[src/rtl/bcp_regs.vh]
`ifndef BCP_REGS_VH
`define BCP_REGS_VH

// command opcodes, first byte of every command frame
`define BCP_OP_CRC_CLEAR  8'h3B
`define BCP_OP_DEVICE_ID  8'hE2
`define BCP_OP_CONTROL0   8'h22
`define BCP_OP_CONTROL1   8'h23
`define BCP_OP_POWER      8'h56
`define BCP_OP_IB_ADDR    8'hF6
`define BCP_OP_IB_WRITE   8'h72
`define BCP_OP_SED_CRC    8'hA2
`define BCP_OP_SECURITY   8'hCE
`define BCP_OP_USER_CODE  8'hC2
`define BCP_OP_DONE       8'h5E

// fixed words and fields
`define BCP_NO_OP_WORD    32'hFFFFFFFF
`define BCP_PREAMBLE      32'hFFFFBDB3
`define BCP_INFO_NO_CMP   24'h000000
`define BCP_INFO_CMP      24'h800000
`define BCP_IBW_FLAGS     8'hD0
`define BCP_IBW_FRAMES    16'h0001
`define BCP_COMMENT_END   8'h00
`define BCP_CTL0_MASK     32'h3FFFFFFF
`define BCP_IBA_RSVD      2'h0
`define BCP_IBA_GAP       11'h000
`define BCP_PWR_ZERO      22'h0
`define BCP_DONE_ZERO     21'h0

// frame assembly width: longest frame is 15 bytes
`define BCP_FRAME_W       120
`define BCP_PAD_88        88'h0
`define BCP_PAD_56        56'h0
`define BCP_PAD_24        24'h0
`define BCP_PAD_112       112'h0
`define BCP_PAD_40        40'h0

`endif

[src/rtl/bcp_stream_gen.v]
// What this block does
// - power frame operand is 22 zeros then one bit enabling logic power domain
// - command frames: opcode, compare flag, 23 zero bits of command info
// - init-bus-address uses opcode F6, flag clear, operand starts two zeros
// - init-bus-write opcode 72 with compare and compare-at-end flags set
// - init-bus-write sends no dummy bytes; dummy flag 1, count 0000
// - soft-error CRC frame opcode A2 with 32-bit value, else no-op word
// - security frame opcode CE, else a no-op word in its slot
// - user-code frame opcode C2, compare set, 32-bit code then 16-bit CRC
// - dummy command is four bytes of all ones
// - fields not a whole number of bytes are packed out with zero bits
// - 16-bit CRC goes out bit-reversed
// - device id frame opcode E2 with 32-bit id, or no-op if disabled
// - control register 0 is loaded with bits 31 and 30 cleared
// - stream opens with a maker signature and a terminated comment
`include "bcp_regs.vh"

module bcp_stream_gen #(
  parameter [31:0] SIGNATURE = 32'h5A5A0001  // arbitrary neutral value
) (
  input  wire         clk_sys,
  input  wire         arst_n,
  input  wire         start,
  input  wire         id_check_en,
  input  wire [31:0]  device_id,
  input  wire [31:0]  control0,
  input  wire         control1_en,
  input  wire [31:0]  control1,
  input  wire         power_en,
  input  wire         ib_en,
  input  wire [1:0]   ib_width,
  input  wire [16:0]  ib_addr,
  input  wire [71:0]  ib_data,
  input  wire [15:0]  ib_crc,
  input  wire         sed_en,
  input  wire [31:0]  sed_crc,
  input  wire         security_en,
  input  wire [31:0]  user_code_a,
  input  wire [15:0]  user_crc,
  input  wire [1:0]   done_mode,
  output wire [7:0]   out_data,
  output wire         out_valid,
  input  wire         out_ready,
  output wire         busy,
  output wire         finished
);

  // frame sequence, one state per frame slot
  localparam [4:0] ST_SIG    = 5'h00;
  localparam [4:0] ST_CMT    = 5'h01;
  localparam [4:0] ST_PRE    = 5'h02;
  localparam [4:0] ST_DUM0   = 5'h03;
  localparam [4:0] ST_CRCCLR = 5'h04;
  localparam [4:0] ST_DUM1   = 5'h05;
  localparam [4:0] ST_ID     = 5'h06;
  localparam [4:0] ST_CTL0   = 5'h07;
  localparam [4:0] ST_CTL1   = 5'h08;
  localparam [4:0] ST_PWR    = 5'h09;
  localparam [4:0] ST_IBA    = 5'h0A;
  localparam [4:0] ST_IBW    = 5'h0B;
  localparam [4:0] ST_SED    = 5'h0C;
  localparam [4:0] ST_SEC    = 5'h0D;
  localparam [4:0] ST_UC     = 5'h0E;
  localparam [4:0] ST_DONE   = 5'h0F;
  localparam [4:0] ST_DUM2   = 5'h10;
  localparam [4:0] ST_END    = 5'h11;

  // bit reversal so crc bit 0 lands in the msb position on the wire
  function [15:0] rev16;
    input [15:0] v;
    integer i;
    begin
      rev16 = 16'h0000;
      for (i = 0; i < 16; i = i + 1) begin
        rev16[i] = v[15 - i];
      end
    end
  endfunction

  // slot pointer, byte index and buffer state
  reg [4:0]   step_reg;
  reg [3:0]   idx_reg;
  reg         gen_reg;
  reg         busy_reg;
  reg         fin_reg;
  reg [7:0]   head_reg;
  reg [7:0]   tail_reg;
  reg [1:0]   count_reg;
  reg         valid_reg;

  // combinational view of the slot being sent
  reg [`BCP_FRAME_W-1:0] frame_w;
  reg [3:0]              len_w;
  wire [7:0]             byte_w;
  wire                   full_w;
  wire                   push_w;
  wire                   pop_w;
  wire                   last_w;

  // frame contents, left-justified, with byte count; len 0 skips the slot
  always @* begin
    frame_w = {`BCP_FRAME_W{1'b0}};
    len_w   = 4'h4;
    case (step_reg)
      ST_SIG:    frame_w = {SIGNATURE, `BCP_PAD_88};
      ST_CMT: begin
        frame_w = {`BCP_COMMENT_END, `BCP_PAD_112};
        len_w   = 4'h1;
      end
      ST_PRE:    frame_w = {`BCP_PREAMBLE, `BCP_PAD_88};
      ST_DUM0:   frame_w = {`BCP_NO_OP_WORD, `BCP_PAD_88};
      ST_CRCCLR: frame_w = {`BCP_OP_CRC_CLEAR, `BCP_INFO_NO_CMP,
                            `BCP_PAD_88};
      ST_DUM1:   frame_w = {`BCP_NO_OP_WORD, `BCP_PAD_88};
      // id slot shrinks to a 4-byte no-op word when the check is off
      ST_ID: begin
        if (id_check_en) begin
          frame_w = {`BCP_OP_DEVICE_ID, `BCP_INFO_NO_CMP, device_id,
                     `BCP_PAD_56};
          len_w   = 4'h8;
        end else begin
          frame_w = {`BCP_NO_OP_WORD, `BCP_PAD_88};
        end
      end
      // top two control bits cleared whatever the user supplies
      ST_CTL0: begin
        frame_w = {`BCP_OP_CONTROL0, `BCP_INFO_NO_CMP,
                   control0 & `BCP_CTL0_MASK, `BCP_PAD_56};
        len_w   = 4'h8;
      end
      // optional slot: nothing at all goes out when disabled
      ST_CTL1: begin
        frame_w = {`BCP_OP_CONTROL1, `BCP_INFO_NO_CMP, control1,
                   `BCP_PAD_56};
        len_w   = control1_en ? 4'h8 : 4'h0;
      end
      // operand has no info field: flag, 22 zeros, enable bit
      ST_PWR:    frame_w = {`BCP_OP_POWER, 1'b0, `BCP_PWR_ZERO, power_en,
                            `BCP_PAD_88};
      ST_IBA: begin
        frame_w = {`BCP_OP_IB_ADDR, `BCP_INFO_NO_CMP, `BCP_IBA_RSVD,
                   ib_width, `BCP_IBA_GAP, ib_addr, `BCP_PAD_56};
        len_w   = ib_en ? 4'h8 : 4'h0;
      end
      // one 72-bit frame, no dummies, crc once at the end
      ST_IBW: begin
        frame_w = {`BCP_OP_IB_WRITE, `BCP_IBW_FLAGS, `BCP_IBW_FRAMES,
                   ib_data, rev16(ib_crc)};
        len_w   = ib_en ? 4'hF : 4'h0;
      end
      // soft-error slot: a 4-byte no-op word stands in when disabled
      ST_SED: begin
        if (sed_en) begin
          frame_w = {`BCP_OP_SED_CRC, `BCP_INFO_NO_CMP, sed_crc,
                     `BCP_PAD_56};
          len_w   = 4'h8;
        end else begin
          frame_w = {`BCP_NO_OP_WORD, `BCP_PAD_88};
        end
      end
      // security slot: opcode and info only, no operand
      ST_SEC: begin
        if (security_en) begin
          frame_w = {`BCP_OP_SECURITY, `BCP_INFO_NO_CMP,
                     `BCP_PAD_88};
        end else begin
          frame_w = {`BCP_NO_OP_WORD, `BCP_PAD_88};
        end
      end
      // user code closes the checked span with its own crc
      ST_UC: begin
        frame_w = {`BCP_OP_USER_CODE, `BCP_INFO_CMP, user_code_a,
                   rev16(user_crc), `BCP_PAD_40};
        len_w   = 4'hA;
      end
      // done frame: 21 zeros then the daisy chain behaviour
      ST_DONE:   frame_w = {`BCP_OP_DONE, 1'b0, `BCP_DONE_ZERO, done_mode,
                            `BCP_PAD_88};
      // trailing dummy word closes the stream
      ST_DUM2:   frame_w = {`BCP_NO_OP_WORD, `BCP_PAD_88};
      default: begin
        frame_w = {`BCP_FRAME_W{1'b0}};
        len_w   = 4'h0;
      end
    endcase
  end

  // fields narrower than a byte are packed with zero bits, so no pad ones are added
  assign byte_w = frame_w[`BCP_FRAME_W - 1 - idx_reg * 8 -: 8];
  assign full_w = (count_reg == 2'h2);
  // push only while the slot has bytes and the buffer has room
  assign push_w = gen_reg & (len_w != 4'h0) & ~full_w;
  assign pop_w  = valid_reg & out_ready;
  assign last_w = (idx_reg == len_w - 4'h1);

  // sequencer: walks slots, stalls whenever the buffer is full except in an empty slot, which still advances
  always @(posedge clk_sys or negedge arst_n) begin
    if (!arst_n) begin
      step_reg <= ST_SIG;
      idx_reg  <= 4'h0;
      gen_reg  <= 1'b0;
    end else if (!gen_reg) begin
      if (start && !busy_reg) begin
        step_reg <= ST_SIG;
        idx_reg  <= 4'h0;
        gen_reg  <= 1'b1;
      end
    end else if (len_w == 4'h0) begin
      // empty slot costs one idle cycle
      if (step_reg == ST_DUM2 || step_reg == ST_END) begin
        gen_reg <= 1'b0;
      end
      step_reg <= step_reg + 5'h01;
    end else if (push_w) begin
      // slot advances only once its last byte is pushed
      if (last_w) begin
        idx_reg  <= 4'h0;
        step_reg <= step_reg + 5'h01;
        if (step_reg == ST_DUM2) begin
          gen_reg <= 1'b0;
        end
      end else begin
        idx_reg <= idx_reg + 4'h1;
      end
    end
  end

  // two-entry buffer; head drives the pins so a stall loses nothing
  always @(posedge clk_sys or negedge arst_n) begin
    if (!arst_n) begin
      head_reg  <= 8'h00;
      tail_reg  <= 8'h00;
      count_reg <= 2'h0;
      valid_reg <= 1'b0;
    end else begin
      case (count_reg)
        2'h0: begin
          if (push_w) begin
            head_reg  <= byte_w;
            count_reg <= 2'h1;
            valid_reg <= 1'b1;
          end
        end
        2'h1: begin
          // one byte held: push and pop together replace it
          if (push_w && pop_w) begin
            head_reg <= byte_w;
          end else if (push_w) begin
            tail_reg  <= byte_w;
            count_reg <= 2'h2;
          end else if (pop_w) begin
            count_reg <= 2'h0;
            valid_reg <= 1'b0;
          end
        end
        2'h2: begin
          // full: only a pop moves, tail slides into head
          if (pop_w) begin
            head_reg  <= tail_reg;
            count_reg <= 2'h1;
          end
        end
        default: begin
          count_reg <= 2'h0;
          valid_reg <= 1'b0;
        end
      endcase
    end
  end

  // busy until the last byte has left the buffer
  always @(posedge clk_sys or negedge arst_n) begin
    if (!arst_n) begin
      busy_reg <= 1'b0;
      fin_reg  <= 1'b0;
    end else begin
      // a start while busy is dropped with no indication
      fin_reg <= 1'b0;
      if (start && !busy_reg) begin
        busy_reg <= 1'b1;
      end else if (busy_reg && !gen_reg && count_reg == 2'h0) begin
        busy_reg <= 1'b0;
        fin_reg  <= 1'b1;
      end
    end
  end

  // pins come straight from registers
  assign out_data  = head_reg;
  assign out_valid = valid_reg;
  assign busy      = busy_reg;
  assign finished  = fin_reg;

endmodule

[config.mk]
export PLATFORM = sky130hd
export DESIGN_NAME = bcp_stream_gen
export DESIGN_NICKNAME = d
export VERILOG_FILES = /design/src/rtl/bcp_stream_gen.v
export VERILOG_INCLUDE_DIRS = /design/src /design/src/rtl
export SDC_FILE = /design/constraint.sdc
export NUM_CORES = 1
export LEC_CHECK = 0
export BUFFER_PORTS_ARGS = -buffer_cell sky130_fd_sc_hd__buf_2
export CORE_AREA = 2 2 118 120
export CTS_CLUSTER_SIZE = 24
export DETAILED_ROUTE_END_ITERATION = 6
export DIE_AREA = 0 0 120 122
export HOLD_SLACK_MARGIN = 0.08
export PLACE_DENSITY = 0.67
export SYNTH_ARGS = -nofsm -noshare
export SYNTH_HDL_FRONTEND = slang
export SYNTH_SLANG_ARGS = --single-unit
[constraint.sdc]
create_clock -name clk_sys -period 3.25 [get_ports clk_sys]
set_input_delay 0.325 -clock clk_sys [delete_from_list [all_inputs] [get_ports clk_sys]]
set_output_delay 0.325 -clock clk_sys [all_outputs]
set_load 0.02 [all_outputs]
# After elaboration in Yosys (flattened, before gate mapping)
# Cells that the tools add are included.
word_totals:
  ram_bits: 0
  n_memories: 0
  elab_cells: 118
  input_bits: 295
  latch_bits: 0
  mem_bits_ro: 0
  out_inout_bits: 11
  reg_bits: 31
classes:
  mux: 46
  div_mod_pow: 0
  n_lt_le_gt_ge: 0
  n_reduce_logical: 22
  n_addsub: 4
  n_eq_ne: 31
  n_mul: 0
  bitwise: 5
  shift: 1
op_table:
  columns: ["op", "n"]
  rows:
  - ["$pmux W120 S14", 1]
  - ["$shiftx A127 B33 Y8", 1]
  - ["$mux W119", 1]
  - ["$mux W118", 1]
  - ["$mux W117", 1]
  - ["$eq A5 B4 Y1 const B", 8]
  - ["$mux W4", 10]
  - ["$pmux W4 S9", 1]
  - ["$mux W5", 5]
  - ["$mux W8", 3]
  - ["$pmux W8 S3", 1]
  - ["$eq A5 B3 Y1 const B", 4]
  - ["$mux W1", 15]
  - ["$ne A2 B2 Y1 const B", 6]
  - ["$eq A5 B2 Y1 const B", 2]
  - ["$eq A5 B5 Y1 const B", 2]
  - ["$mux W2", 5]
  - ["$reduce_and A3 Y1", 3]
  - ["$reduce_or A9 Y1", 1]
  - ["$reduce_and A4 Y1", 2]
  - ["$sub A7 B7 Y8 const A", 1]
  - ["$ne A3 B1 Y1 const B", 2]
  - ["$pmux W2 S3", 1]
  - ["$add A5 B1 Y5 const B", 1]
  - ["other kinds (22)", 31]

# Depth between registers and ports, before layout
# Gate-level depths: netlist (run 1).
logic_depth:
  depth_word: 9
  mapped_depth: 15
  ltp_nobuf: 12

# Worst setup path after synthesis (run 1)
# No wires, ideal clock.
synth_timing:
  path_type: "register to register"
  startpoint: "register step_reg[2]"
  endpoint: "register step_reg[3]"
  setup_time_ns: 0.069
  period_less_slack_ns: 3.076
  setup_slack_ns: 0.174
  stages_incl_launch_ff: 14
  n_path_buf: 4
  t_required_ns: 3.181
  arrival_time_ns: 3.007
  path_cell_list: "dfrtp_1 -> buf_6 -> buf_2 -> buf_2 -> clkbuf_1 -> and3_1 -> ha_1 -> a211oi_1 -> and4_4 -> nand2_1 -> a2bb2oi_2 -> o31ai_4 -> or4b_1 -> nand3_1"
synth_via:
  elab_chain_cells: 8
  word_cells_on_any_way: 33
  cone_classes: "add/sub (2); eq/ne (19); mux (5); bitwise (2); reduce/logical (5)"
synth_rtl:
  columns: ["item", "line_no", "source"]
  rows:
  - ["start: declaration", "bcp_stream_gen.v:81", "reg [4:0] step_reg;"]
  - ["start signal: assignment", "bcp_stream_gen.v:213", "step_reg <= step_reg + 5'h01;"]
  - ["start signal: assignment", "bcp_stream_gen.v:218", "step_reg <= step_reg + 5'h01;"]
  - ["parallel branches: the longest is 8 deep, another holds $sub A4 B1 Y4", null, null]
# Several ways; the timed one is not identified. The select of a mux whose other input is x is not followed.
# A chain may end at the register's enable or synchronous reset.

# Final worst setup path (run 1)
layout_timing:
  startpoint: "register step_reg[0]"
  endpoint: "register head_reg[3] (netlist: out_data[3])"
layout_via:
  elab_chain_cells: 9
  word_cells_on_any_way: 32
  cone_classes: "eq/ne (18); shift (1); mux (5); bitwise (2); reduce/logical (6)"
layout_rtl:
  columns: ["item", "line_no", "source"]
  rows:
  - ["parallel branches: the longest is 9 deep, another holds $shiftx A127 B33 Y8", null, null]
  - ["end signal: assignment", "bcp_stream_gen.v:239", "head_reg <= byte_w;"]
  - ["end signal: assignment", "bcp_stream_gen.v:247", "head_reg <= byte_w;"]
  - ["end signal: assignment", "bcp_stream_gen.v:259", "head_reg <= tail_reg;"]
  - ["end: declaration", "bcp_stream_gen.v:86", "reg [7:0] head_reg;"]
# Several ways; the timed one is not identified. The select of a mux whose other input is x is not followed.

==> results of run 1 <==
[power by group]
| group | internal (mW) | total (mW) | switching [mW] |
|---|---|---|---|
| clock network | 0.381 | 0.545 | 0.165 |
| logic | 2.15 | 5.21 | 3.06 |
| registers | 0.568 | 0.759 | 0.192 |
| total | 3.10 | 6.52 | 3.42 |
[final cells by class]
| class | count | area (sq um) |
|---|---|---|
| well taps | 180 | 225 |
| inverters | 15 | 56.3 |
| repair buffers | 358 | 1970 |
| multi-input cells | 507 | 3450 |
| fillers | 1433 | 6840 |
| clock inverters | 2 | 35.0 |
| flip-flops and latches | 31 | 778 |
| diodes | 7 | 17.5 |
| clock buffers | 6 | 139 |
[how the worst max path moves through the flow]
stage / start / end / cells after the start
after floorplan: step_reg[2]$_DFFE_PN0P_ / step_reg[3]$_DFFE_PN0P_ / 13
after global placement: step_reg[0]$_DFFE_PN0P_ / out_data[2]$_DFFE_PN0P_ / 11
after detailed placement: step_reg[0]$_DFFE_PN0P_ / out_data[2]$_DFFE_PN0P_ / 11
after CTS: step_reg[0]$_DFFE_PN0P_ / out_data[2]$_DFFE_PN0P_ / 11
after global routing: step_reg[1]$_DFFE_PN0P_ / out_data[2]$_DFFE_PN0P_ / 9
final: step_reg[0]$_DFFE_PN0P_ / out_data[3]$_DFFE_PN0P_ / 11
[per-stage QoR]
stage / area (sq um) / total power [mW] / cells / setup slack (ns)
2_1_floorplan: 4550 / 4.10 / 612 / 0.174
3_3_place_gp: 6460 / 5.74 / 1091 / 0.0702
3_5_place_dp: 6460 / 5.78 / 1091 / 0.0117
4_1_cts: 6640 / 6.36 / 1099 / 0.0283
5_1_grt: 6650 / 6.94 / 1099 / 0.0208
6_report: 6670 / 6.52 / 1106 / 0.124
[routing by layer]
layer  GRT usage  vias to the layer above  wire [microns]
li1            -                     3057               -
met1       0.434                     3107           10100
met2       0.488                      494           10900
met3       0.129                       52            3540
met4      0.0787                       10             515
met5           0                        -              63
[kinds of logic after synthesis]
logic type	synth area share
flops	0.171
xor+xnor	0.0154
simple gates	0.250
fa+ha+maj	0.0193
buf+inv	0.0754
mux	0.0713
compound gates	0.399
[synth_stat cells (4+ instances only)]
cell / number
nor3_1: 8
nand3_1: 48
mux4_2: 8
buf_2: 25
a211oi_1: 7
a22o_1: 6
buf_4: 5
ha_1: 7
nor2_1: 27
a21o_1: 6
a221oi_1: 15
a222oi_1: 22
and3_1: 11
nand4_1: 7
and4bb_2: 4
o211ai_1: 4
a2bb2oi_1: 4
mux2i_1: 11
and2_1: 10
o21ai_0: 28
a31oi_1: 15
a22oi_1: 26
xnor2_1: 5
nand3b_1: 4
o31ai_1: 10
nor2b_1: 8
dfrtp_1: 31
inv_1: 15
clkbuf_1: 25
nand2b_1: 4
o22ai_1: 10
a21oi_1: 51
nand2_1: 73
[placed cells by master, fill, tap and decap left out, types with 8 or more instances in the layout]
master,count
nand2_1,73
inv_1,15
nand3_1,48
nor3_1,8
buf_2,303
buf_4,52
a22oi_1,26
mux4_2,8
a222oi_1,22
o31ai_1,10
o21ai_0,28
and3_1,11
and2_1,10
dfrtp_1,29
a31oi_1,15
o22ai_1,10
a221oi_1,15
a21oi_1,51
nor2_1,27
mux2i_1,11
[worst max-delay path, cell delays in order (launching register included)]
cell and delay [ns]:
dfrtp_1 0.44, inv_1 0.14, ha_4 0.24, and4b_1 0.28, and2_1 0.22, buf_4 0.21, buf_4 0.18, a222oi_1 0.24
and3_1 0.26, o21ai_0 0.12, o21ai_0 0.44, o221ai_1 0.19
[timing repair]
action,4_1_cts,5_1_grt
setup endpoints to repair,1,10
gates cloned,0,0
gates resized for setup,1,5
==> metrics.csv, run 1 <==
stage,metric,value,unit
routing,Residual DRC,0,
timing,Max Slew Vio Count,0,
floorplanning,die width,120,microns
timing,# setup viols final,0,
finish,Area growth syn-to-layout,46.6,%
logic_synthesis,number of synthesized flops with an enable pin,0,
clock_network,clock root cell,clkbuf_16,
timing,RSZ-0062 raised after global routing,no,
routing,initial DRC count,758,
setup_path,worst reg2reg path depth,11,
logic_synthesis,post-synth cell types,73,
logic_synthesis,Ys Warns,0,
timing,final critical-path share of the clock period,0.962,
floorplanning,I/O pin count,306,
logic_synthesis,Synth Register Bits,31,
routing,Via Count,6720,
grt,largest net degree at the start of global routing,47,
pwr,Leak,3.11,nW
timing,"Hold Vio Cnt, Final",0,
clock_network,CTS tree,yes,
floorplanning,Die Span Y,122,microns
setup_path,reg2reg end,out_data[3]$_DFFE_PN0P_,
routing,vias per cell,6.08,
setup_path,CP required,3.39,ns
logic_synthesis,largest area contributor in the netlist,dfrtp_1,
logic_synthesis,register area share after synthesis,0.171,
place,PortBufs,303,
clock_network,Worst-path clk slew,0.05,ns
finish,nets@finish,1220,
logic_synthesis,most used flip-flop cell after synthesis,dfrtp_1,
grt,Total GRT Usage,0.324,
clock_network,hold_buf cts,0,
clock_network,insertion delay to the later sink of the worst-skew pair,0.27,ns
floorplanning,CORE AREA,0.0135,sq mm
timing,Max Freq,0.320,GHz
logic_synthesis,Synth area leaders,"dfrtp_1, nand2_1, a21oi_1",
grt,vias in the first global route,6031,
floorplanning,full die area,0.0146,sq mm
setup_path,critical path startpoint category,flip-flop,
logic_synthesis,Post-synth ARST share,1.00,
min_path,Worst Hold Class,in2async,
routing,"antenna viol nets, final",0,
grt,global-route wire length before repair,35700,microns
logic_synthesis,post-synth net total,914,
grt,total congestion overflow,0,
setup_path,endpoint type of the worst setup path,flip-flop,
logic_synthesis,Synth Area per Inst,7.43,sq um
routing,Routed WL per cell,22.7,microns
grt,initial antenna violation count,14,
clock_network,deepest clock path buffer count,2,
clock_network,"Setup Fix Bufs, Post-CTS",0,
place,gpl congestion,0.978,
pwr,power density over cell area,977,mW/mm^2
finish,Final Util,0.494,
setup_path,r2r setup slk,0.12,ns
clock_network,H-tree depth,2,
clock_network,CTS sink cnt,31,
timing,final period demand of the worst path,3.13,ns
timing,Total Neg Setup Slack,0,ns
timing,Fin Clk Skew,0.00475,ns
setup_path,Setup CP Type,reg2reg,
pwr,Peak VDD IR,0.388,mV
clock_network,Num CTS Buffers,5,
timing,Max-slew headroom,0.516,
timing,final hold slack,0.105,ns
outcome,status,completed,
logic_synthesis,Mapped Cells,612,
setup_path,Crit path arrival time,3.26,ns
finish,ratio of cells with drive above 1 in the final layout,0.435,
routing,drt total wl,25100,microns
logic_synthesis,area share of the largest cell type after synthesis,0.171,
setup_path,Reg-to-Reg Start,step_reg[0]$_DFFE_PN0P_,
routing,DR pass1 iterations,7,
job,Max-Cap Viols,0,
place,Detailed Place HPWL,20700,microns
floorplanning,Starting Density,0.337,
floorplanning,site row count,43,
timing,worst slew pin tran,0.725,ns
setup_path,crit-path max FO,17,
logic_synthesis,cell area after synthesis,0.00455,sq mm
Power figures use the tool's default switching activity.
==> inputs of run 2 (changes only) <==
HOLD_SLACK_MARGIN = default   (was 0.08)
SETUP_SLACK_MARGIN = 0.5   (was default)
==> run 2 against run 1 <==
The flow now finishes with violations (design-rule violations). First-iteration DRC count is 46% higher. Clock skew is 0.0034 ns higher. Sequential cell count stayed put. Sequential share of layout area is 0.79 points lower. Via count is 3.5% higher. Non-clock buffer count is 11 higher. Register-to-register slack better by 0.39 ns. Count of clock-buffer cells in the layout is 1 higher.
==> metrics.csv, run 2 (synthesis gave the netlist of run 1 again) <==
stage,metric,value,unit
setup_path,Worst Path Buf+Inv,2,
routing,"antenna viol nets, final",0,
setup_path,critical path startpoint category,flip-flop,
finish,Area growth syn-to-layout,58.3,%
setup_path,Crit path largest cell delay,0.54,ns
timing,Max-slew headroom,0.522,
floorplanning,Die Span Y,122,microns
grt,total congestion overflow,0,
setup_path,r2r setup slk,0.51,ns
setup_path,Setup CP Type,reg2reg,
timing,final critical-path share of the clock period,0.843,
routing,initial DRC count,1105,
outcome,failing checks,design-rule violations,
timing,Max Freq,0.365,GHz
routing,Via Count,6953,
finish,multi-input logic area,0.00379,sq mm
pwr,Leak,3.24,nW
grt,Total GRT Usage,0.332,
clock_network,Worst-path clk slew,0.05,ns
floorplanning,Starting Density,0.337,
pwr,switching share of power,0.525,
routing,DR pass1 iterations,7,
setup_path,CP required,3.44,ns
routing,drt total wl,26100,microns
pwr,total power,7.19,mW
timing,worst slew pin tran,0.717,ns
finish,Final Util,0.533,
pwr,Peak VDD IR,0.452,mV
finish,# fillers,1327,
place,gpl congestion,1.03,
floorplanning,CORE AREA,0.0135,sq mm
clock_network,insertion delay to the later sink of the worst-skew pair,0.28,ns
pwr,Pint,3.42,mW
finish,"commonest non-fill, non-tap cells in the layout","buf_2, nand2_1, buf_4",
routing,vias per cell,6.20,
timing,Total Neg Setup Slack,0,ns
finish,register area,783,sq um
setup_path,endpoint type of the worst setup path,flip-flop,
timing,Max Slew Vio Count,0,
clock_network,CTS tree,yes,
timing,Fin Clk Skew,0.00816,ns
routing,Residual DRC,3,
pwr,Clock power frac,0.068,
outcome,status,finished with violations,
timing,final period demand of the worst path,2.74,ns
grt,vias in the first global route,6225,
timing,# setup viols final,0,
finish,nets@finish,1231,
finish,ratio of cells with drive above 1 in the final layout,0.497,
place,PortBufs,303,
pwr,register share of total power,0.109,
clock_network,clock root cell,clkbuf_16,
setup_path,Crit path arrival time,2.93,ns
timing,"Hold Vio Cnt, Final",0,
grt,largest net degree at the start of global routing,32,
floorplanning,die width,120,microns
floorplanning,full die area,0.0146,sq mm
pwr,NetSw,3.77,mW
floorplanning,site row count,43,
clock_network,Num CTS Buffers,5,
finish,"most common cell after layout, fill and taps aside",buf_2,
grt,global-route wire length before repair,36900,microns
pwr,Comb pwr share,0.823,
grt,initial antenna violation count,12,
setup_path,Crit path max-delay family,simple AND/OR/NAND/NOR gates,
floorplanning,I/O pin count,306,
clock_network,deepest clock path buffer count,2,
setup_path,crit-path max FO,19,
timing,final hold slack,0.109,ns
clock_network,H-tree depth,2,
clock_network,hold_buf cts,0,
clock_network,CTS sink cnt,31,
job,Max-Cap Viols,0,
setup_path,most used cell along the critical path,buf_4,
place,Detailed Place HPWL,20300,microns
timing,RSZ-0062 raised after global routing,yes,
min_path,Worst Hold Class,in2async,
setup_path,crit-path cells,buf_4 -> nor2_1 -> buf_4 -> nand2_1 -> and3_1 -> nand4_1 -> nand3_1 -> or3_4 -> a31o_2 -> o221ai_1,
setup_path,CP max-delay cell,dfrtp_2,
routing,Routed WL per cell,23.3,microns
pwr,power density over cell area,999,mW/mm^2
-- run 2: area by class of cell --
class | count | share of cell area
Antenna cell | 11 | 0.00382
Clock buffer | 7 | 0.0212
Clock inverter | 1 | 0.00104
Inverter | 15 | 0.00817
Multi-Input combinational cell | 507 | 0.527
Sequential cell | 31 | 0.109
Tap cell | 180 | 0.0313
Timing Repair Buffer | 369 | 0.299
-- run 2: final timing paths --
path	startpoint	end	cells past startpoint
max	step_reg[4]$_DFFE_PN0P_	out_data[0]$_DFFE_PN0P_	10
min	arst_n	idx_reg[1]$_DFFE_PN0P_	1
max reg2reg	step_reg[4]$_DFFE_PN0P_	out_data[0]$_DFFE_PN0P_	10
min reg2reg	tail_reg[6]$_DFFE_PN0P_	tail_reg[6]$_DFFE_PN0P_	2
max in group asynchronous	arst_n	idx_reg[0]$_DFFE_PN0P_	1
min in group clk_sys	start	busy$_DFFE_PN0P_	3
-- run 2: power groups by stage --
stage,Combinational [mW],Clock (mW),Sequential [mW]
3_3_place_gp,5.03,0,0.751
2_1_floorplan,3.40,0,0.741
3_5_place_dp,5.03,0,0.755
6_report,5.92,0.491,0.780
4_1_cts,5.27,0.495,0.768
5_1_grt,6.32,0.520,0.805
-- run 2: timing repair --
action / 4_1_cts / 5_1_grt
setup buffers: 2 / 18
setup endpoints to repair: 23 / 25
cloned: 1 / 1
pin swaps: 6 / 19
resized for setup: 35 / 48
-- run 2: routing by layer --
layer / up-vias / routed length, microns / global-route usage
met3: 72 / 3570 / 0.103
met4: 8 / 675 / 0.0669
met2: 504 / 11400 / 0.508
li1: 3080 / - / -
met5: - / 48 / 0
met1: 3289 / 10500 / 0.461
-- run 2: through the flow --
step / worst slack (ns) / instances / cell area (sq um)
floorplan: 0.443 / 612 / 4600
global placement: 0.111 / 1080 / 6460
detailed placement: 0.0646 / 1080 / 6460
CTS: 0.478 / 1091 / 6800
global route: 0.452 / 1111 / 7170
finish: 0.510 / 1121 / 7200
